**src/common/psr_pkg.sv**
```systemverilog
package psr_pkg;

    // Logic cycle clock
    localparam int unsigned PSR_CLK_HZ = 40000000;
    // One millisecond tick of the time base
    localparam int unsigned PSR_MS_CYCLES = PSR_CLK_HZ / 1000;
    localparam int unsigned PSR_MS_CNT_W = 16;
    // Restart pulse limits in milliseconds
    localparam int unsigned PSR_MIN_SHORT_MS = 100;
    localparam int unsigned PSR_MIN_LONG_MS = 350;
    localparam int unsigned PSR_MAX_S = 30;
    localparam int unsigned PSR_MAX_MS = PSR_MAX_S * 1000;
    localparam int unsigned PSR_PULSE_W = 15;

    // Restart interlock setting codes
    localparam logic [2:0] PSR_RI_NONE = 3'h1;
    localparam logic [2:0] PSR_RI_ALWAYS = 3'h2;
    localparam logic [2:0] PSR_RI_STOP_MAIN = 3'h3;
    localparam logic [2:0] PSR_RI_TOP_MAIN = 3'h4;

    // Reset values of the outputs
    localparam logic PSR_PRESS_EN_RST = 1'b0;
    localparam logic PSR_RESTART_REQ_RST = 1'b0;

    // Static configuration of one block instance
    typedef struct packed {
        logic [2:0] interlock;    // Restart interlock setting 1..4
        logic start_en_used;      // Start enable input present
        logic single_stroke;      // Top-dead-centre monitoring on
        logic long_pulse;         // Minimum pulse 350 ms when set, else 100 ms
    } psr_cfg_t;

    // Live inputs from upstream logic
    typedef struct packed {
        logic start_stop;
        logic main_en;
        logic start_en;
        logic top;
        logic restart;
    } psr_in_t;

endpackage

```
**src/hw/psr_press_setup.sv**
```systemverilog
`timescale 1ns/1ps
// Summary of operation
// - Interlock settings: none, always, stop/main, top/main.
// - Setting one restarts without a restart pulse.
// - Restart is low-high-low, high at least minimum.
// - High phases over thirty seconds are discarded.
// - Interlocked stop holds enable low until restart.
// - Enable needs indicator low and start conditions.
// - Start/stop rising edge raises enable when permitted.
// - Drop enable on start/stop fall or main low.
// - Single stroke also drops on top rising.
// - Indicator holds until valid restart; blocks enable.
// - Complement output is inverse of main enable.
// - Always setting arms at start and each stop.
// - Start enable only checked while enable is low.
// - Indicator shown only when main and any used start enable high.
module psr_press_setup
    import psr_pkg::*;
(
    input wire logic ref_clk,
    input wire logic rst_n,
    input wire psr_cfg_t cfg,
    input wire psr_in_t pins,
    output logic press_en_q,
    output logic restart_req_q,
    output logic main_en_n_q
);

    // Two-stage synchronisers for the inputs coming from outside
    psr_in_t sync1_q, sync2_q;

    always_ff @(posedge ref_clk or negedge rst_n) begin
        if (!rst_n) begin
            sync1_q <= '0;
            sync2_q <= '0;
        end else begin
            sync1_q <= pins;
            sync2_q <= sync1_q;
        end
    end

    // Previous synchronised samples for edge detection
    psr_in_t prev_q, prev_d;
    logic boot_q, boot_d;    // First cycles after reset, edges suppressed
    logic [1:0] fill_q, fill_d;    // Sync pipeline still holding reset zeros

    // Free-running millisecond time base
    logic [PSR_MS_CNT_W-1:0] ms_cnt_q, ms_cnt_d;
    logic ms_tick_q, ms_tick_d;

    always_comb begin
        ms_tick_d = 1'b0;
        ms_cnt_d = ms_cnt_q + PSR_MS_CNT_W'(1);
        if (ms_cnt_q == PSR_MS_CNT_W'(PSR_MS_CYCLES - 1)) begin
            ms_cnt_d = '0;
            ms_tick_d = 1'b1;
        end
    end

    always_ff @(posedge ref_clk or negedge rst_n) begin
        if (!rst_n) begin
            ms_cnt_q <= '0;
            ms_tick_q <= 1'b0;
        end else begin
            ms_cnt_q <= ms_cnt_d;
            ms_tick_q <= ms_tick_d;
        end
    end

    // Restart pulse validation
    logic restart_ok;

    psr_pulse_check u_pulse (
        .ref_clk(ref_clk),
        .rst_n(rst_n),
        .ms_tick(ms_tick_q),
        .level(sync2_q.restart),
        .long_pulse(cfg.long_pulse),
        .valid_q(restart_ok)
    );

    // Edge events on the synchronised inputs
    logic ss_rise, ss_fall, main_fall, top_rise;
    logic start_ok, stop_any, arm_now;

    always_comb begin
        // Edges are masked until the sync chain holds real samples, so a pin high at reset is no edge
        ss_rise = boot_q && sync2_q.start_stop && !prev_q.start_stop;
        ss_fall = boot_q && !sync2_q.start_stop && prev_q.start_stop;
        main_fall = boot_q && !sync2_q.main_en && prev_q.main_en;
        top_rise = boot_q && cfg.single_stroke && sync2_q.top && !prev_q.top;
        // Start enable only matters when configured
        start_ok = sync2_q.main_en && (!cfg.start_en_used || sync2_q.start_en);
        // Any stop of a running press
        stop_any = ss_fall || top_rise || !sync2_q.main_en;
        // Which stop causes arm the interlock
        case (cfg.interlock)
            PSR_RI_NONE: arm_now = 1'b0;
            PSR_RI_ALWAYS: arm_now = ss_fall || top_rise || main_fall;
            PSR_RI_STOP_MAIN: arm_now = ss_fall || main_fall;
            PSR_RI_TOP_MAIN: arm_now = top_rise || main_fall;
            default: arm_now = ss_fall || top_rise || main_fall;  // Unknown code acts as safest setting
        endcase
    end

    // Interlock and press enable state
    logic armed_q, armed_d;
    logic press_en_d, restart_req_d, main_en_n_d;

    always_comb begin
        prev_d = sync2_q;
        fill_d = {fill_q[0], 1'b1};
        boot_d = fill_q[1];
        armed_d = armed_q;
        press_en_d = press_en_q;
        // Arming wins over a restart that completes in the same cycle
        if (arm_now) begin
            armed_d = 1'b1;
        end else if (restart_ok) begin
            armed_d = 1'b0;
        end
        if (cfg.interlock == PSR_RI_NONE) begin
            armed_d = 1'b0;
        end
        if (press_en_q) begin
            // Start enable no longer watched while running
            if (stop_any) begin
                press_en_d = 1'b0;
            end
        end else if (ss_rise && start_ok && !armed_q && !arm_now && !top_rise) begin
            // A top rise in the same cycle is a stop and wins over the start
            press_en_d = 1'b1;
        end
        // Main enable low forces the output low at once
        if (!sync2_q.main_en || armed_d) begin
            press_en_d = 1'b0;
        end
        // Indicator shows the interlock only while main enable and any used start enable are high
        restart_req_d = armed_d && start_ok;
        main_en_n_d = !sync2_q.main_en;
    end

    // Registered state and outputs
    always_ff @(posedge ref_clk or negedge rst_n) begin
        if (!rst_n) begin
            prev_q <= '0;
            fill_q <= '0;
            boot_q <= 1'b0;
            armed_q <= 1'b0;
            press_en_q <= PSR_PRESS_EN_RST;
            restart_req_q <= PSR_RESTART_REQ_RST;
            main_en_n_q <= 1'b1;
        end else begin
            prev_q <= prev_d;
            fill_q <= fill_d;
            boot_q <= boot_d;
            // Settings other than none start armed
            armed_q <= boot_q ? armed_d : (cfg.interlock != PSR_RI_NONE);
            press_en_q <= boot_q ? press_en_d : 1'b0;
            restart_req_q <= restart_req_d;
            main_en_n_q <= main_en_n_d;
        end
    end

endmodule

```
**src/hw/psr_pulse_check.sv**
```systemverilog
`timescale 1ns/1ps
// Measures the high phase of the restart input in milliseconds
module psr_pulse_check
    import psr_pkg::*;
(
    input wire logic ref_clk,
    input wire logic rst_n,
    input wire logic ms_tick,
    input wire logic level,
    input wire logic long_pulse,
    output logic valid_q
);

    logic level_q, level_d;                  // Previous sample of the level
    logic [PSR_PULSE_W-1:0] len_q, len_d;    // High phase length in ms
    logic over_q, over_d;                    // High phase already too long
    logic valid_d;
    logic [PSR_PULSE_W-1:0] min_ms;

    // Pick the configured minimum
    assign min_ms = long_pulse ? PSR_PULSE_W'(PSR_MIN_LONG_MS) : PSR_PULSE_W'(PSR_MIN_SHORT_MS);

    // Count ms while high, judge on the falling edge
    always_comb begin
        level_d = level;
        len_d = len_q;
        over_d = over_q;
        valid_d = 1'b0;
        if (level && !level_q) begin
            // New high phase starts from zero
            len_d = '0;
            over_d = 1'b0;
        end else if (level && ms_tick) begin
            // Saturating count; the flag remembers the overrun
            if (len_q >= PSR_PULSE_W'(PSR_MAX_MS)) begin
                over_d = 1'b1;
            end else begin
                len_d = len_q + PSR_PULSE_W'(1);
            end
        end else if (!level && level_q) begin
            // Only a full low-high-low with the right length counts
            valid_d = (len_q >= min_ms) && !over_q;
        end
    end

    // Register the pulse state
    always_ff @(posedge ref_clk or negedge rst_n) begin
        if (!rst_n) begin
            level_q <= 1'b1;  // A level high at reset is not a rising edge
            len_q <= '0;
            over_q <= 1'b1;
            valid_q <= 1'b0;
        end else begin
            level_q <= level_d;
            len_q <= len_d;
            over_q <= over_d;
            valid_q <= valid_d;
        end
    end

endmodule

```
**config.mk**
```make
export PLATFORM = sky130hd
export DESIGN_NAME = psr_press_setup
export DESIGN_NICKNAME = d
export VERILOG_FILES = /design/src/common/psr_pkg.sv /design/src/hw/psr_press_setup.sv /design/src/hw/psr_pulse_check.sv
export SDC_FILE = /design/constraint.sdc
export NUM_CORES = 1
export LEC_CHECK = 0
export ABC_AREA = 1
export BUFFER_PORTS_ARGS = -buffer_cell sky130_fd_sc_hd__buf_2
export CAP_MARGIN = 10
export CORE_MARGIN = 2
export CORE_UTILIZATION = 50
export DETAILED_ROUTE_END_ITERATION = 16
export PLACE_DENSITY_LB_ADDON = 0.15
export SYNTH_ARGS = -nofsm -noshare
export SYNTH_HDL_FRONTEND = slang
export SYNTH_HIERARCHICAL = 1
export SYNTH_SLANG_ARGS = --single-unit
```
**constraint.sdc**
```tcl
create_clock -name ref_clk -period 2.7 [get_ports ref_clk]
set_clock_uncertainty 0.2 [all_clocks]
set_input_delay 0.405 -clock ref_clk [delete_from_list [all_inputs] [get_ports ref_clk]]
set_output_delay 0.405 -clock ref_clk [all_outputs]
set_load 0.005 [all_outputs]
```
### Word level (Yosys, flattened, before mapping)

Cells that the tools add are included.

* register bits: 55
* input port bits: 13
* output and inout port bits: 3
* word-level logic and storage cells: 98

* add/subtract/negate cells: 2
* magnitude comparators: 2
* equal/unequal tests: 6
* muxes and demuxes: 22
* reduce and logical (&&, ||, !) cells: 41

Operators with widths (count)
* 15-bit 2-to-1 mux: 3
* 1-bit logical AND: 19
* 16-bit by 1-bit adder with 16-bit output, second input constant: 1
* 16-bit == test, second input constant: 1
* 1-bit 2-to-1 mux: 16
* 16-bit 2-to-1 mux: 1
* 15-bit by 1-bit adder with 15-bit output, second input constant: 1
* 15-bit >= comparator: 1
* 15-bit >= comparator, second input constant: 1
* 1-bit logical NOT: 11
* 9-bit 2-to-1 mux: 1
* 1-bit logical OR: 7
* 2-bit AND reduction: 2
* 2-bit nonzero test: 2
* 3-bit by 1-bit == test with 1-bit output, second input constant: 1
* 3-bit by 2-bit == test with 1-bit output, second input constant: 1
* 3-bit == test, second input constant: 1
* 3-bit by 1-bit inequality test with 1-bit output, second input constant: 1
* 1-bit case mux with 3 select lines: 1
* 2-bit by 1-bit inequality test with 1-bit output, second input constant: 1

### Depth between registers and ports, before layout

Gate-level depths: netlist (run 1).

* depth in word-level cells: 13
* gate-level depth with buffers: 10
* depth with buffers taken out: 10

### By module

The synthesis (run 1) kept the hierarchy.

Modules (own cells, without submodules)
* psr_press_setup: instances 1, cells an instance 153, area an instance 1532.7 µm², seq. area each 927.1 µm²
* psr_pulse_check: instances 1, cells an instance 223, area an instance 1440.1 µm², seq. area each 452.9 µm²

### Worst setup path after synthesis (run 1)

Ideal clock, no wire load.

* kind: register to register
* from: register u_pulse.level_q
* to: register u_pulse.len_q[0]
* setup time: 66 ps
* arrival: 1237 ps
* data required time: 2434 ps
* path slack: 1198 ps
* cell stages (with the launch flop): 7
* buffers on the path: 2
* clock period less this slack: 1502 ps
* path through: dfstp_2 > inv_1 > nand2_1 > buf_4 > clkbuf_1 > nand3_1 > nand2_1

* longest elaborated chain between the ends: 4
* elaborated cells between the ends (all ways): 6
* classes of those cells: eq/ne: 1; mux: 1; reduce/logical: 4

Ends and longest elaborated chain
* start: declaration: RTL line psr_pulse_check.sv:14 `logic level_q, level_d;`
* start signal: assignment: RTL line psr_pulse_check.sv:54 `level_q <= level_d;`
* 1-bit logical NOT (*): RTL line psr_pulse_check.sv:29 `if (level && !level_q) begin`
* 1-bit logical AND (*): RTL line psr_pulse_check.sv:29
* 2-bit by 1-bit inequality test with 1-bit output (no line) / 2-bit nonzero test (equally long branches)
* 2-bit AND reduction (no line)
* end signal: assignment: RTL line psr_pulse_check.sv:55 `len_q <= len_d;`
* end: declaration: RTL line psr_pulse_check.sv:15 `logic [PSR_PULSE_W-1:0] len_q, len_d;`

Mark *: on every way between the ends. The rest lies on a longest branch, timed or not.
A chain may end at the register's enable or synchronous reset.

### Worst setup path after layout (run 1)

* from: register u_pulse.len_q[7]
* to: register u_pulse.len_q[3]

* longest elaborated chain between the ends: 3

Ends and longest elaborated chain
* 15-bit >= comparator: RTL line psr_pulse_check.sv:35 `if (len_q >= PSR_PULSE_W'(PSR_MAX_MS)) begin`
* 2-bit by 1-bit inequality test with 1-bit output (no line)
* 2-bit AND reduction (no line)

No other way between the ends.

==> flow_metrics.env, run 1 <==
export IMPL_status="finished, final reports clean"
export IMPL_avgRoutedWirePerCell_um=11.99
export IMPL_core_region_area_um2=5816
export IMPL_drtIter0Drc=147
export IMPL_clock_latency_ns=0.30
export IMPL_postRouteAntennaNets=0
export IMPL_max_freq_ghz=0.5885
export IMPL_hold_viol=0
export IMPL_worstSetupStartpointType="register"
export IMPL_finalCritPeriodShare_pct=62.93
export IMPL_critical_path_class="reg2reg"
export IMPL_syn_area_per_cell_um2=7.907
export IMPL_synth_area_um2=2973
export IMPL_synth_cell_types=32
export IMPL_synth_edf_count=0
export IMPL_grt_max_degree=32
export IMPL_finalCriticalPeriod_ns=1.699
export IMPL_row_count=28
export IMPL_routed_wl_mm=5.718
export IMPL_synth_top_area_share_pct=43.77
export IMPL_vias=2400
export IMPL_max_slew_margin_pct=56.13
export IMPL_max_cap_viol_count=0
export IMPL_synthTopCellsByArea="dfrtp_1, nand2_1, nand3_1, nor2_1, inv_1"
export IMPL_worstHoldStart="sync1_q[2]$_DFF_PN0_"
export IMPL_drtPass1Iterations=4
export IMPL_fp_dieW_um=81.11
export IMPL_r2r_start="u_pulse/len_q[7]$_DFFE_PN0P_"
export IMPL_initial_core_util_pct=51.12
export IMPL_cts_buffers=5
export IMPL_ys_async_sr_fraction_pct=100.0
export IMPL_min_path_type="reg2reg"
export IMPL_ys_seq_area_share_pct=46.42
export IMPL_rsz0062_at_grt="no"
export IMPL_crit_arrival_ns=1.69
export IMPL_finalInstanceArea_um2=3274
export IMPL_syn_inst=376
export IMPL_tritoncts="done"
export IMPL_startpoint="u_pulse/len_q[7]$_DFFE_PN0P_"
export IMPL_drv_slew=0
export IMPL_crit_chain="inv_1 -> nand2_1 -> nor2_1 -> nand3_2 -> nand3_4 -> nand2_4 -> nand2_1 -> o21ai_0"
export IMPL_post_dp_cell_area_um2=3120
export IMPL_cp_end_kind="register"
export IMPL_io_buffer_count=15
export IMPL_cpPeakStageDelay_ns=0.47
export IMPL_grt_pass1_wl_mm=9.625
export IMPL_synth_nets=397
export IMPL_grt_pass1_vias=2147
export IMPL_p_per_area_nw_per_um2=423.2
export IMPL_antenna_found_initial=0
export IMPL_fin_nets=422
export IMPL_ys_seq_elements=55
export IMPL_cpMaxStageDelayCell="dfrtp_1"
export IMPL_place_ws_ns=0.9599
export IMPL_critical_path_required_ns=2.69
export IMPL_yosysTopAreaCell="dfrtp_1"
export IMPL_setup_tns_final_ns=0
export IMPL_dieArea_um2=6579
export IMPL_io_pins=16
export IMPL_viasPerCell=5.031
export IMPL_finalSetupViolCount=0
export IMPL_overflow=0
export IMPL_num_antenna_cells=0
export IMPL_yosys_most_used_dff="dfrtp_1"
export IMPL_final_core_util_pct=56.30
export IMPL_die_h_um=81.11
export IMPL_yosysWarningCount=6
export IMPL_worstPathMaxFanout=14
export IMPL_drc=0
export IMPL_grt_usage_pct=18.83
export IMPL_gp_congestion=0.8834
export IMPL_critPathTopFamily="simple AND/OR/NAND/NOR gates"
export IMPL_leakage_uw=0.001623
export IMPL_clkSinkCount=55
export IMPL_clock_path_buffers=2
export IMPL_drive_above_1_share_pct=13.43
export IMPL_max_slew_worst_pin_slew_ns=0.6581
export IMPL_post_cts_buffers=0
export IMPL_worst_path_buf_inv=1
export IMPL_area_delta_synth_final_pct=10.14
export IMPL_crit_path_frequent_cell="nand2_1"
export IMPL_max_vdd_ir_drop_mv=0.2211
export IMPL_clk_pin_slew_worst_paths_ns=0.11
export IMPL_cts_root_buf="clkbuf_8"
export IMPL_fin_ws_ns=1.001
export IMPL_post_dp_hpwl_mm=4.289
export IMPL_cts_htree_levels=2
export IMPL_nFillCells=555
[power by group]
part           switching [uW]  internal (uW)  total (uW)
sequential               7.02            840         847
combinational            44.6           25.1        69.7
clock                     279            190         469
[cell usage in the layout, fill, tap and decap left out, types with 6 or more instances in the layout]
cell type      instances
dfrtp_1               52
buf_2                 15
ha_1                   8
nand2_1              104
dlygate4sd3_1          6
nor2_2                 8
nand3_1               39
a21oi_1                7
nand4_1               10
nor2_1                51
inv_1                 41
xor2_1                14
[stage by stage]
stage / hold WS [ns] / power, uW / instances
2_1_floorplan: -0.09059 / 890.7 / 376
3_3_place_gp: 0.1327 / 926.5 / 463
4_1_cts: 0.1597 / 1405 / 477
5_1_grt: 0.1639 / 1454 / 477
6_report: 0.1579 / 1386 / 477
3_5_place_dp: 0.1347 / 928.3 / 463
[state kept, by name, indices dropped and copies added (netlist names), 2 cells and up]
register / flops
fill_q: 2
ms_cnt_q: 16
prev_d: 5
prev_q: 3
sync1_q: 5
u_pulse/len_q: 15
[per-layer routing]
layer	track usage, %	part of all wire [%]	vias to the layer above	wire [um]
li1	-	-	1235	-
met1	25.02	48	1128	2744
met2	33.06	49	35	2775
met3	2.333	3.0	2	171
met4	4.068	0.47	0	27
met5	0	0	-	0
[area by class of cell]
type	count	area, um2	share of cell area (%)
Clock buffer	5	68.82	2.102
Clock inverter	3	25.02	0.7642
Inverter	43	161.4	4.929
Multi-Input combinational cell	272	1388	42.38
Sequential cell	55	1380	42.15
Tap cell	75	93.84	2.866
Timing Repair Buffer	24	157.7	4.815
[repair_timing]
item | CTS | global route
gates resized for setup | 0 | 0
endpoints found under the hold margin | 31 | 0
hold buffers | 6 | 0
[synth_stat cells, types with 2 or more instances]
cell type and number:
nand3_2 4, dfstp_2 3, o21ai_0 5, nor2_1 51, xor2_1 14, nor2_2 8, dfrtp_1 52, nand4_1 10
buf_2 2, inv_1 41, nand2_2 2, nand2_1 104, buf_6 2, nor3_2 4, ha_1 8, o21ai_2 2
nand3_1 39, nor3_1 5, a21oi_1 7
[path summary, 6_finish.rpt]
check	end	cells past startpoint	slack, ns
worst max-delay path	u_pulse/len_q[3]$_DFFE_PN0P_	8	1.00
worst min-delay path	prev_d[2]$_DFF_PN0_	0	0.16
worst max register to register	u_pulse/len_q[3]$_DFFE_PN0P_	8	1.00
worst min register to register	prev_d[2]$_DFF_PN0_	0	0.16
max in group asynchronous	ms_cnt_q[10]$_DFF_PN0_	3	1.20
min in group asynchronous	sync1_q[0]$_DFF_PN0_	2	0.46
[logic make-up (layout without fill, tap and decap cells)]
kind of cell             Yosys count  in the layout  synth area share, %
AO/OA/AOI/OAI                     14             14                2.609
XOR/XNOR                          15             15                4.419
adder cells (fa/ha/maj)            8              8                3.367
buffers and inverters             49             75                6.902
flip-flops                        55             55                46.42
other                              1              1               0.1261
AND/OR/NAND/NOR                  234            234                36.15
[worst register-to-register path: stages, from the launching register on]
cell and delay, ns:
dfrtp_1 0.47, inv_1 0.12, nand2_1 0.08, nor2_1 0.12
nand3_2 0.11, nand3_4 0.17, nand2_4 0.16, nand2_1 0.08
o21ai_0 0.08
Power figures use the tool's default switching activity.
==> run 2: changes to the inputs <==
- ABC_AREA: 1 -> 0
- clock period: 2.7 -> 1.7 ns (I/O delays scaled with it)
==> run 2 against run 1 <==
  * The run now ends with setup timing left
  * Sequential share of layout area down 2.1 points
  * Highest routed layer unchanged
  * Combinational power up 61%
  * Design area up 5.5%
  * Global-route usage up 0.69 points
  * Utilization up 12 points
  * Maximum frequency down 11%
  * Power up 63%
  * Area after synthesis down 12%
==> flow_metrics.env, run 2 <==
export IMPL_status="finished, violations left"
export IMPL_violations="setup timing"
export IMPL_largest_register="ms_cnt_q"
export IMPL_rsz0062_at_grt="yes"
export IMPL_synth_top_area_share_pct=49.88
export IMPL_fin_ws_ns=-0.2066
export IMPL_min_path_type="in2reg"
export IMPL_grt_usage_pct=19.52
export IMPL_die_h_um=76.23
export IMPL_drive_above_1_share_pct=39.13
export IMPL_clock_latency_ns=0.32
export IMPL_synth_commonest_cells="dfrtp_1, nor2_1, nand2_1, xnor2_1, inv_1"
export IMPL_viasPerCell=5.314
export IMPL_worstPathMaxFanout=8
export IMPL_tritoncts="done"
export IMPL_cts_root_buf="clkbuf_8"
export IMPL_synth_nets=254
export IMPL_finalSetupViolCount=15
export IMPL_final_cells=369
export IMPL_avgRoutedWirePerCell_um=14.78
export IMPL_drtPass1Iterations=5
export IMPL_yosys_most_used_dff="dfrtp_1"
export IMPL_drc=0
export IMPL_drv_slew=0
export IMPL_p_per_area_nw_per_um2=653.1
export IMPL_postRouteAntennaNets=0
export IMPL_fp_dieW_um=76.23
export IMPL_overflow=0
export IMPL_io_pins=16
export IMPL_critical_path_required_ns=1.75
export IMPL_setup_tns_final_ns=-1.319
export IMPL_cts_htree_levels=2
export IMPL_max_cap_viol_count=0
export IMPL_worst_path_buf_inv=0
export IMPL_fin_total_pwr_uw=2257
export IMPL_clk_pin_slew_worst_paths_ns=0.11
export IMPL_worstSetupStartpointType="register"
export IMPL_clock_path_buffers=2
export IMPL_cpMaxStageDelayCell="dfrtp_2"
export IMPL_vias=1961
export IMPL_clkSinkCount=55
export IMPL_layout_commonest_cell="dfrtp_1"
export IMPL_nFillCells=397
export IMPL_dp_cells=347
export IMPL_leakage_uw=0.001567
export IMPL_synth_edf_count=0
export IMPL_fin_hold_ws_ns=0.08731
export IMPL_syn_area_per_cell_um2=11.20
export IMPL_row_count=26
export IMPL_ys_async_sr_fraction_pct=100.0
export IMPL_grt_max_degree=56
export IMPL_finalCritPeriodShare_pct=112.2
export IMPL_gp_congestion=0.7876
export IMPL_yosysTopAreaCell="dfrtp_1"
export IMPL_critPathTopFamily="compound AO/OA/AOI/OAI gates"
export IMPL_max_vdd_ir_drop_mv=0.4459
export IMPL_multiInputGateArea_um2=1330
export IMPL_drtIter0Drc=161
export IMPL_yosysWarningCount=6
export IMPL_finalCriticalPeriod_ns=1.907
export IMPL_hold_viol=0
export IMPL_cp_end_kind="register"
export IMPL_core_region_area_um2=5075
export IMPL_cts_buffers=5
export IMPL_fin_nets=319
export IMPL_synth_area_um2=2609
export IMPL_synthTopCellsByArea="dfrtp_1, xnor2_1, ha_1, dfstp_2, nor2_1"
export IMPL_syn_inst=233
export IMPL_initial_core_util_pct=51.41
export IMPL_num_antenna_cells=0
export IMPL_grt_pass1_vias=1869
export IMPL_final_core_util_pct=68.10
export IMPL_largest_reg_flops=16
export IMPL_synth_cell_types=56
export IMPL_post_synth_top_count_cell="dfrtp_1"
export IMPL_mostFrequentLayoutCells="dfrtp_1, buf_4, nor2_1, buf_2, nand2_1"
export IMPL_antenna_found_initial=0
export IMPL_regArea_um2=1384
export IMPL_ys_seq_area_share_pct=52.90
export IMPL_routed_wl_mm=5.454
export IMPL_dieArea_um2=5811
export IMPL_io_buffer_count=15
export IMPL_max_freq_ghz=0.5245
export IMPL_critical_path_class="reg2reg"
export IMPL_ys_seq_elements=55
export IMPL_post_dp_hpwl_mm=3.591
export IMPL_cpPeakStageDelay_ns=0.46
export IMPL_grt_pass1_wl_mm=9.101
export IMPL_crit_arrival_ns=1.96
export IMPL_top_regs="ms_cnt_q (16), u_pulse/len_q (15)"
export IMPL_crit_chain="o2111a_2 -> nor2b_4 -> nor4_2 -> xor2_1 -> a22o_1"
export IMPL_area_delta_synth_final_pct=32.47
[run 2: cell count changes in the layout (fill, tap and decap cells not counted), sizes merged, moves of 12 or more]
cell	delta
inv	-33
xnor2	+12
nand2	-93
nand3	-36
buf	+44
nor2	-40
[run 2: layout make-up]
cell class	count	area share [%]
tap	70	2.534
multi-input combinational	159	38.49
clock inverter	3	0.9051
timing repair buffer	68	15.06
sequential	55	40.04
inverter	9	0.9776
clock buffer	5	1.991
[run 2: path summary, 6_finish.rpt]
kind | startpoint | to | slack (ns) | depth (start not counted)
min in group asynchronous | rst_n | prev_q[1]$_DFF_PN0_ | 0.25 | 3
max in group asynchronous | rst_n | u_pulse/over_q$_DFFE_PN1P_ | 0.75 | 3
worst min register to register | sync1_q[2]$_DFF_PN0_ | prev_d[2]$_DFF_PN0_ | 0.15 | 0
worst max-delay path | u_pulse/len_q[11]$_DFFE_PN0P_ | u_pulse/len_q[8]$_DFFE_PN0P_ | -0.21 | 5
worst max register to register | u_pulse/len_q[11]$_DFFE_PN0P_ | u_pulse/len_q[8]$_DFFE_PN0P_ | -0.21 | 5
worst min-delay path | cfg[4] | armed_q$_DFF_PN0_ | 0.09 | 3
[run 2: cells by family after synthesis]
group / after synthesis / synth area share [%]
xor gates and xnor gates: 21 / 7.050
adders and majority gates: 8 / 3.837
buffers and inverters: 19 / 4.316
AOI/OAI and AO/OA: 31 / 8.682
other: 1 / 0.1437
and+or+nand+nor: 96 / 22.30
DFF: 55 / 52.90
muxes: 2 / 0.7674
[run 2: through the flow]
stage	instance area, um2	setup WS (ns)
2_1_floorplan	2630	-0.1612
3_3_place_gp	3013	-0.3592
3_5_place_dp	3013	-0.4338
4_1_cts	3306	-0.1262
5_1_grt	3456	-0.2406
6_report	3456	-0.2066
[run 2: timing repair]
item,CTS,global route
endpoints found under the setup margin,15,24
endpoints found under the hold margin,59,0
gates cloned,1,0
gates resized for setup,21,26
buffers inserted,4,4
pin swaps,8,10
hold buffers,6,0
[run 2: report_power, final]
part | total [uW] | internal, uW | switching (uW)
clock | 795 | 314 | 481
combinational | 112 | 51.0 | 61.3
sequential | 1350 | 1330 | 14.9
[run 2: per-layer routing]
| layer | track usage [%] | vias to the layer above | share of wire (%) |
|---|---|---|---|
| li1 | - | 964 | - |
| met1 | 27.84 | 949 | 46 |
| met2 | 30.53 | 39 | 49 |
| met3 | 3.555 | 9 | 3.4 |
| met4 | 6.000 | 0 | 1.5 |
| met5 | 0 | - | 0 |
[run 2: worst register-to-register path, cell delays in order (launching register included)]
cell,delay [ns]
dfrtp_2,0.46
o2111a_2,0.29
nor2b_4,0.17
nor4_2,0.29
xor2_1,0.26
a22o_1,0.18
